[src/hdl/wwt_map.svh]
// Register offsets, field positions, reset values and widths of the write timing block
`ifndef WWT_MAP_SVH
`define WWT_MAP_SVH

`define WWT_ADDR_W          8
`define WWT_DATA_W          32
`define WWT_CNT_W           4

`define WWT_TIMING_OFS      8'h00
`define WWT_STATUS_OFS      8'h04

`define WWT_TRAIL_LSB       0
`define WWT_TRAIL_MSB       1
`define WWT_ACTIVE_LSB      2
`define WWT_ACTIVE_MSB      4
`define WWT_LEAD_LSB        5
`define WWT_LEAD_MSB        6
`define WWT_DOUBLE_BIT      7

`define WWT_TRAIL_RST       2'h3
`define WWT_ACTIVE_RST      3'h7
`define WWT_LEAD_RST        2'h3
`define WWT_DOUBLE_RST      1'h1

`define WWT_STAT_BUSY_BIT   0
`define WWT_STAT_PHASE_LSB  1
`define WWT_STAT_PHASE_MSB  2

`endif

[src/hdl/wwt_pkg.sv]
// Types of the write timing block
package wwt_pkg;

    typedef enum logic [1:0] {
        WWT_IDLE   = 2'b00,
        WWT_LEAD   = 2'b01,
        WWT_ACTIVE = 2'b10,
        WWT_TRAIL  = 2'b11
    } wwt_phase_t;

    typedef struct packed {
        logic [7:0]  addr;
        logic [31:0] wdata;
        logic        wr;
        logic        rd;
    } wwt_bus_req_t;

    typedef struct packed {
        wwt_phase_t  phase;
        logic [3:0]  cnt;
        logic [1:0]  write_lead_wait;
        logic [2:0]  write_active_wait;
        logic [1:0]  write_trail_wait;
        logic        double_wait_select;
        logic [3:0]  lat_lead;
        logic [3:0]  lat_active;
        logic [3:0]  lat_trail;
        logic        done;
        logic [31:0] rdata;
    } wwt_state_t;

endpackage : wwt_pkg

[src/hdl/wwt_write_timing.sv]
// External write cycle lead/active/trail timing generator with register port
//
// The implementer's own choices: the strobed register port and the address map.
`timescale 1ns/10ps
`default_nettype none
`include "wwt_map.svh"

// Overview of operation
// - After reset the active wait field is 7, doubled: fourteen cycles of wait.
// - Active phase lasts one cycle plus the active field's wait states, bits 4:2.
// - Trail wait count comes from bits 1:0; codes 1-3 give 1-3 cycles undoubled.
// - With doubling set, trail codes 1, 2, 3 give 2, 4, 6 cycles.
// - After reset the trail field is 3 with doubling: six trail cycles.
// - Lead lasts the bits 6:5 count, doubled when selected; reset gives six.
module wwt_write_timing (
    // Clock and reset
    input  wire logic              ref_clk_i,
    input  wire logic              rstn_i,
    // Register port
    input  wire wwt_pkg::wwt_bus_req_t bus_i,
    output logic [31:0]            rdata_o,
    // Write cycle request
    input  wire logic              wr_start_i,
    output logic                   wr_ready_o,
    // Phase outputs
    output logic                   wr_busy_o,
    output logic                   lead_o,
    output logic                   active_o,
    output logic                   trail_o,
    output logic                   wr_done_o
);
    import wwt_pkg::*;

    logic       rst_meta;
    logic       rst_n;
    wwt_state_t st;
    wwt_state_t next_st;
    logic [3:0] lead_len;
    logic [3:0] act_len;
    logic [3:0] trail_len;

    // Reset release through two flops
    always_ff @(posedge ref_clk_i or negedge rstn_i) begin
        if (!rstn_i) begin
            rst_meta <= 1'b0;
            rst_n    <= 1'b0;
        end else begin
            rst_meta <= 1'b1;
            rst_n    <= rst_meta;
        end
    end

    // Phase lengths in ref_clk_i cycles
    always_comb begin
        lead_len  = {2'h0, st.write_lead_wait} << st.double_wait_select;
        act_len   = 4'h1 + ({1'b0, st.write_active_wait} << st.double_wait_select);
        trail_len = {2'h0, st.write_trail_wait} << st.double_wait_select;
    end

    always_comb begin
        next_st       = st;
        next_st.done  = 1'b0;
        next_st.rdata = 32'h0;
        if (bus_i.wr && bus_i.addr == `WWT_TIMING_OFS) begin
            next_st.write_trail_wait   = bus_i.wdata[`WWT_TRAIL_MSB:`WWT_TRAIL_LSB];
            next_st.write_active_wait  = bus_i.wdata[`WWT_ACTIVE_MSB:`WWT_ACTIVE_LSB];
            next_st.write_lead_wait    = bus_i.wdata[`WWT_LEAD_MSB:`WWT_LEAD_LSB];
            next_st.double_wait_select = bus_i.wdata[`WWT_DOUBLE_BIT];
        end
        if (bus_i.rd) begin
            case (bus_i.addr)
                `WWT_TIMING_OFS: begin
                    next_st.rdata = {24'h0, st.double_wait_select, st.write_lead_wait,
                                     st.write_active_wait, st.write_trail_wait};
                end
                `WWT_STATUS_OFS: begin
                    next_st.rdata = {29'h0, st.phase, st.phase != WWT_IDLE};
                end
                default: begin
                    next_st.rdata = 32'h0;
                end
            endcase
        end
        // Sequencer, lengths latched at start so register writes cannot disturb a cycle
        case (st.phase)
            WWT_IDLE: begin
                if (wr_start_i) begin
                    next_st.lat_lead   = lead_len;
                    next_st.lat_active = act_len;
                    next_st.lat_trail  = trail_len;
                    if (lead_len != 4'h0) begin
                        next_st.phase = WWT_LEAD;
                        next_st.cnt   = lead_len - 4'h1;
                    end else begin
                        next_st.phase = WWT_ACTIVE;
                        next_st.cnt   = act_len - 4'h1;
                    end
                end
            end
            WWT_LEAD: begin
                if (st.cnt == 4'h0) begin
                    next_st.phase = WWT_ACTIVE;
                    next_st.cnt   = st.lat_active - 4'h1;
                end else begin
                    next_st.cnt = st.cnt - 4'h1;
                end
            end
            WWT_ACTIVE: begin
                if (st.cnt != 4'h0) begin
                    next_st.cnt = st.cnt - 4'h1;
                end else if (st.lat_trail != 4'h0) begin
                    next_st.phase = WWT_TRAIL;
                    next_st.cnt   = st.lat_trail - 4'h1;
                end else begin
                    next_st.phase = WWT_IDLE;
                    next_st.done  = 1'b1;
                end
            end
            WWT_TRAIL: begin
                if (st.cnt == 4'h0) begin
                    next_st.phase = WWT_IDLE;
                    next_st.done  = 1'b1;
                end else begin
                    next_st.cnt = st.cnt - 4'h1;
                end
            end
            default: begin
                next_st.phase = WWT_IDLE;
            end
        endcase
    end

    always_ff @(posedge ref_clk_i or negedge rst_n) begin
        if (!rst_n) begin
            st                    <= '0;
            st.phase              <= WWT_IDLE;
            st.write_lead_wait    <= `WWT_LEAD_RST;
            st.write_active_wait  <= `WWT_ACTIVE_RST;
            st.write_trail_wait   <= `WWT_TRAIL_RST;
            st.double_wait_select <= `WWT_DOUBLE_RST;
        end else begin
            st <= next_st;
        end
    end

    assign rdata_o    = st.rdata;
    assign wr_ready_o = st.phase == WWT_IDLE;
    assign wr_busy_o  = st.phase != WWT_IDLE;
    assign lead_o     = st.phase == WWT_LEAD;
    assign active_o   = st.phase == WWT_ACTIVE;
    assign trail_o    = st.phase == WWT_TRAIL;
    assign wr_done_o  = st.done;

    // Checking helpers
    logic       cfg_written;
    logic [3:0] phase_cyc;
    always_ff @(posedge ref_clk_i or negedge rst_n) begin
        if (!rst_n) begin
            cfg_written <= 1'b0;
            phase_cyc   <= 4'h0;
        end else begin
            if (bus_i.wr && bus_i.addr == `WWT_TIMING_OFS) begin
                cfg_written <= 1'b1;
            end
            phase_cyc <= (next_st.phase != st.phase) ? 4'h1 : phase_cyc + 4'h1;
        end
    end
endmodule : wwt_write_timing
`default_nettype wire

[config.mk]
export PLATFORM = sky130hd
export DESIGN_NAME = wwt_write_timing
export DESIGN_NICKNAME = d
export VERILOG_FILES = /design/src/hdl/wwt_pkg.sv /design/src/hdl/wwt_write_timing.sv
export VERILOG_INCLUDE_DIRS = /design/src /design/src/hdl
export SDC_FILE = /design/constraint.sdc
export NUM_CORES = 1
export LEC_CHECK = 0
export BUFFER_PORTS_ARGS = -buffer_cell sky130_fd_sc_hd__buf_4
export CAP_MARGIN = 40
export CORE_MARGIN = 2
export CORE_UTILIZATION = 52
export CTS_BUF_LIST = sky130_fd_sc_hd__clkbuf_8 sky130_fd_sc_hd__clkbuf_16
export CTS_CLUSTER_SIZE = 8
export DETAILED_ROUTE_END_ITERATION = 8
export HOLD_SLACK_MARGIN = 0.15
export PLACE_DENSITY = 0.86
export SYNTH_ARGS = -nofsm -noshare
export SYNTH_HDL_FRONTEND = slang
export SYNTH_SLANG_ARGS = --single-unit
[constraint.sdc]
create_clock -name ref_clk_i -period 2.8 [get_ports ref_clk_i]
set_input_delay 0.84 -clock ref_clk_i [delete_from_list [all_inputs] [get_ports ref_clk_i]]
set_output_delay 0.84 -clock ref_clk_i [all_outputs]
set_load 0.005 [all_outputs]
[Word-level counts from Yosys, hierarchy flattened]
Index checks and enable logic that the tools add are counted.
Word-level totals
  register bits after elaboration: 57
  input bits: 45
  output and inout bits: 38
  logic and storage cells: 59
Cells by class
  add/subtract/negate cells: 6
  equality and inequality tests: 10
  shifts and indexed selects: 3
  mux-type cells: 17
  reduce and logical (&&, ||, !) cells: 11
Operators by type and width (number)
  2-to-1 mux 32 bit: 1
  one-hot mux 6 bit (4 select lines): 1
  subtractor 4 x 1 -> 4 bit, second input constant: 5
  2-to-1 mux 4 bit: 4
  one-hot mux 8 bit (2 select lines): 1
  2-to-1 mux 6 bit: 2
  nonzero test 4 bit: 3
  equality test 8 x 3 -> 1 bit, second input constant: 1
  zero test 8 bit: 1
  2-to-1 mux 2 bit: 4
  << shifter 2 x 1 -> 4 bit: 2
  != test 2 bit, second input constant: 3
  adder 1 x 4 -> 4 bit, first input constant: 1
  equality test 2 bit, second input constant: 2
  zero test 4 bit: 1
  != test 2 x 1 -> 1 bit, second input constant: 2
  AND reduction 4 bit: 1
  << shifter 3 x 1 -> 4 bit: 1
  2-to-1 mux 1 bit: 3
  != test 3 x 1 -> 1 bit, second input constant: 1
  AND reduction 3 bit: 1
  equality test 2 x 1 -> 1 bit, second input constant: 1
  zero test 2 bit: 1
  one-hot mux 1 bit (2 select lines): 1
  other kinds (3): 3

[Depth between registers and ports, before layout]
  depth after elaboration: 6
  gate-level depth with buffers: 10
  depth with buffers taken out: 9

[Least setup slack after synthesis]
No wires, ideal clock.
  kind: input -> register
  start point: input port bus_i[39] (netlist bit)
  end point: register st[45] (netlist bit)
  setup time: 82 ps
  arrival time: 2012 ps
  required time: 2718 ps
  path slack: 706 ps
  stages on the path: 4
  buffers on the path: 0
  path through: or4_4 nor4_4 nand3b_4 mux2_2
Between the ends
  word-level cells in the longest chain between the ends: 2
RTL lines
  start, declared: RTL line wwt_write_timing.sv:20  | input wire wwt_pkg::wwt_bus_req_t bus_i,
  zero test 8 bit
  logical AND 1 bit (no line)
  end signal, assigned: RTL line wwt_write_timing.sv:142  | st <= next_st;
  end, declared: RTL line wwt_write_timing.sv:36  | wwt_state_t st;
Every way passes these cells.
A chain may end at the register's enable or synchronous reset.

[Final worst setup path]
  start point: register st[57] (netlist bit)
  end point: output port wr_busy_o
Between the ends
  word-level cells in the longest chain between the ends: 1
RTL lines
  nonzero test 2 bit: RTL line wwt_write_timing.sv:148  | assign wr_busy_o = st.phase != WWT_IDLE;
  end, declared: RTL line wwt_write_timing.sv:26  | output logic wr_busy_o,
Every way passes these cells.

==> reports/metrics.yaml <==
final_layout_size_suffix_gt1_frac: 0.269
p_int_mw: 1.04
worstPathMaxFanout: 18
gp_congestion: 0.849
synth_edf_count: 0
leakage_nw: 1.09
critical_path_buf_inv_count: 2
wirelength_microns: 3680
drcViolationCount: 0
ys_seq_elements: 32
rows: 22
nNetsFinal: 292
netlist_area_sq_um: 2010
synth_cell_type_count: 45
p_switching_mw: 0.521
switching_share: 0.334
cts_setup_buffers: 0
cp-end-kind: "output pin"
ys.warnings.count: 0
vias: 1490
maxSlewViolCount: 0
ir_drop_v: 0.000271
core_sq_um: 3690
pwr-share-clk: 0.273
cts_buffers: 5
drt_iter0_drc: 101
diodes: 0
worstPathRequired_ns: 1.96
holdWs_ns: 0.299
crit_path_top_delay_cell: "dfrtp_1"
die_w_microns: 66.1
insertion_delay_ns: 0.28
syn_to_final_growth_pct: 13.0
grt_max_degree: 19
avgRoutedWirePerCell_microns: 12.7
die-area_sq_um: 4370
clockBufferDepth: 2
fmaxAchievable_mhz: 418
vias_per_cell: 5.14
grt_pass1_wl_microns: 6190
cts_htree_levels: 2
cts-resized-gates: 0
final_common_cell: "buf_4"
crit_chain: "nor2_2 -> inv_1 -> buf_4"
synthTopCellsByArea: "dfrtp_1, buf_4, dfstp_2, mux2_2, ha_1"
grt_pass1_vias: 1418
final_cell_mix: "buf_4, conb_1, dfrtp_1"
dp_cells: 282
syn_inst: 216
status: "complete, no violations"
hold_viol: 0
synth.avg_cell_area_sq_um: 9.29
cap_violations: 0
synth_area_leader_cell: "dfrtp_1"
period_minus_slack_ns: 2.39
pwr-share-comb: 0.324
cp_data_arrival_time_ns: 1.55
die_h_microns: 66.1
cp_top_family: "flip-flops"
num_io_pins: 83
setup_tns_ns: 0
cts_tree: "done"
yosys.area.top_type_share: 0.299
ys.flop_type: "dfrtp_1"
grt_use_total: 0.188
setup_viol: 0
power_density_nw_per_um2: 688
postCtsHoldBufs: 0
hold_path_class: "flop to asynchronous set/reset pin"
power_mw: 1.56
ys_async_sr_fraction: 1.00
slew_headroom: 0.522
synth_seq_area_share: 0.404
drtPass1Iterations: 4
seqPwrFrac: 0.403
antenna_found_initial: 0
worst_setup_path_start_kind: "flop"
tightest_slew_ns: 0.717
period_share: 0.854
skew_ns: 0.00465
clkTransAtPathRegs_ns: 0.07
initial_utilization: 0.544
crit_type: "flop to output pin"
clock_sinks: 32
max_stage_delay_ns: 0.58
gr-total-overflow: 0
rsz0062_at_grt: "false"
numPortBuffers: 34
final_cells: 290
place_hpwl_microns: 2760
root_buffer: "clkbuf_8"
ant_nets: 0
power by group through the flow:
stage	combinational [mW]	sequential (mW)	clock, mW
2_1_floorplan	0.408	0.599	0
3_3_place_gp	0.481	0.631	0
3_5_place_dp	0.503	0.634	0
4_1_cts	0.505	0.627	0.434
5_1_grt	0.578	0.641	0.458
6_report	0.506	0.630	0.425
worst paths after layout:
check	depth (start not counted)	slack [ns]	from	to
min in group ref_clk_i	0	0.35	rst_meta$_DFF_PN0_	rst_n$_DFF_PN0_
worst min-delay path	0	0.30	rst_n$_DFF_PN0_	rdata_o[3]$_DFF_PN0_
worst max register to register	7	0.66	st[53]$_DFFE_PN0P_	st[55]$_DFFE_PN0P_
worst max-delay path	3	0.41	st[57]$_DFFE_PN0P_	wr_busy_o
max in group asynchronous	1	1.88	rst_n$_DFF_PN0_	st[49]$_DFFE_PN1P_
worst min register to register	0	0.30	rst_n$_DFF_PN0_	rdata_o[3]$_DFF_PN0_
synth_stat cells, types with 2 or more instances:
cell type,n
and2_1,6
a211oi_1,2
nor3_1,3
nor3b_1,3
a21oi_1,9
mux2i_1,3
xor2_1,3
inv_1,11
conb_1,2
dfrtp_1,24
o21ai_1,2
nand2b_1,6
xnor2_1,2
ha_1,6
clkbuf_1,10
buf_4,32
nand3_1,2
nand2_1,15
o21ai_0,13
nor2b_1,8
mux2_2,8
or3_1,2
o22ai_1,2
nor2_1,13
dfstp_2,8
nor2_2,2
flip-flops by register name, indices dropped and copies added, names as in the netlist:
register	cells
st	21
rdata_o	8
rst_n	1
rst_meta	1
wr_done_o	1
cells by family (layout without fill, tap and decap cells):
family          after synthesis  count (layout)  share of synthesized area
simple gates                 67              67                      0.191
buf+inv                      53              56                      0.159
compound gates               40              40                      0.123
flops                        32              32                      0.404
mux                          11              11                     0.0599
fa+ha+maj                     6               6                     0.0374
xor+xnor                      5               5                     0.0218
other cells                   2              25                    0.00374
routing by layer:
metal  vias to the layer above  track usage  part of all wire
met2                        61        0.333              0.52
met1                       697        0.219              0.40
met4                         0       0.0536            0.0087
li1                        726            -                 -
met5                         -            0                 0
met3                         6       0.0562             0.077
stage by stage:
step                      utilization  cell area [sq um]  setup slack (ns)
final                           0.615               2270             0.408
after global routing            0.615               2270             0.307
after detailed placement        0.586               2160             0.497
after CTS                       0.615               2270             0.419
after global placement          0.582               2150             0.544
after floorplan                     -               2090             0.706
worst register-to-register path: stages (launching register included):
cell and delay (ns):
dfrtp_1 0.38, inv_1 0.12, ha_1 0.23, nor3b_1 0.50
o211ai_1 0.21, o21ai_1 0.35, nor2b_1 0.19, a21oi_1 0.04
final cells by class:
| class | count | area (sq um) |
|---|---|---|
| fillers | 311 | 1420 |
| multi-input cells | 154 | 963 |
| flip-flops and latches | 32 | 811 |
| repair buffers | 37 | 285 |
| clock buffers | 5 | 68.8 |
| well taps | 48 | 60.1 |
| inverters | 11 | 41.3 |
| clock inverters | 3 | 38.8 |
(Power assumes the default switching activity.)
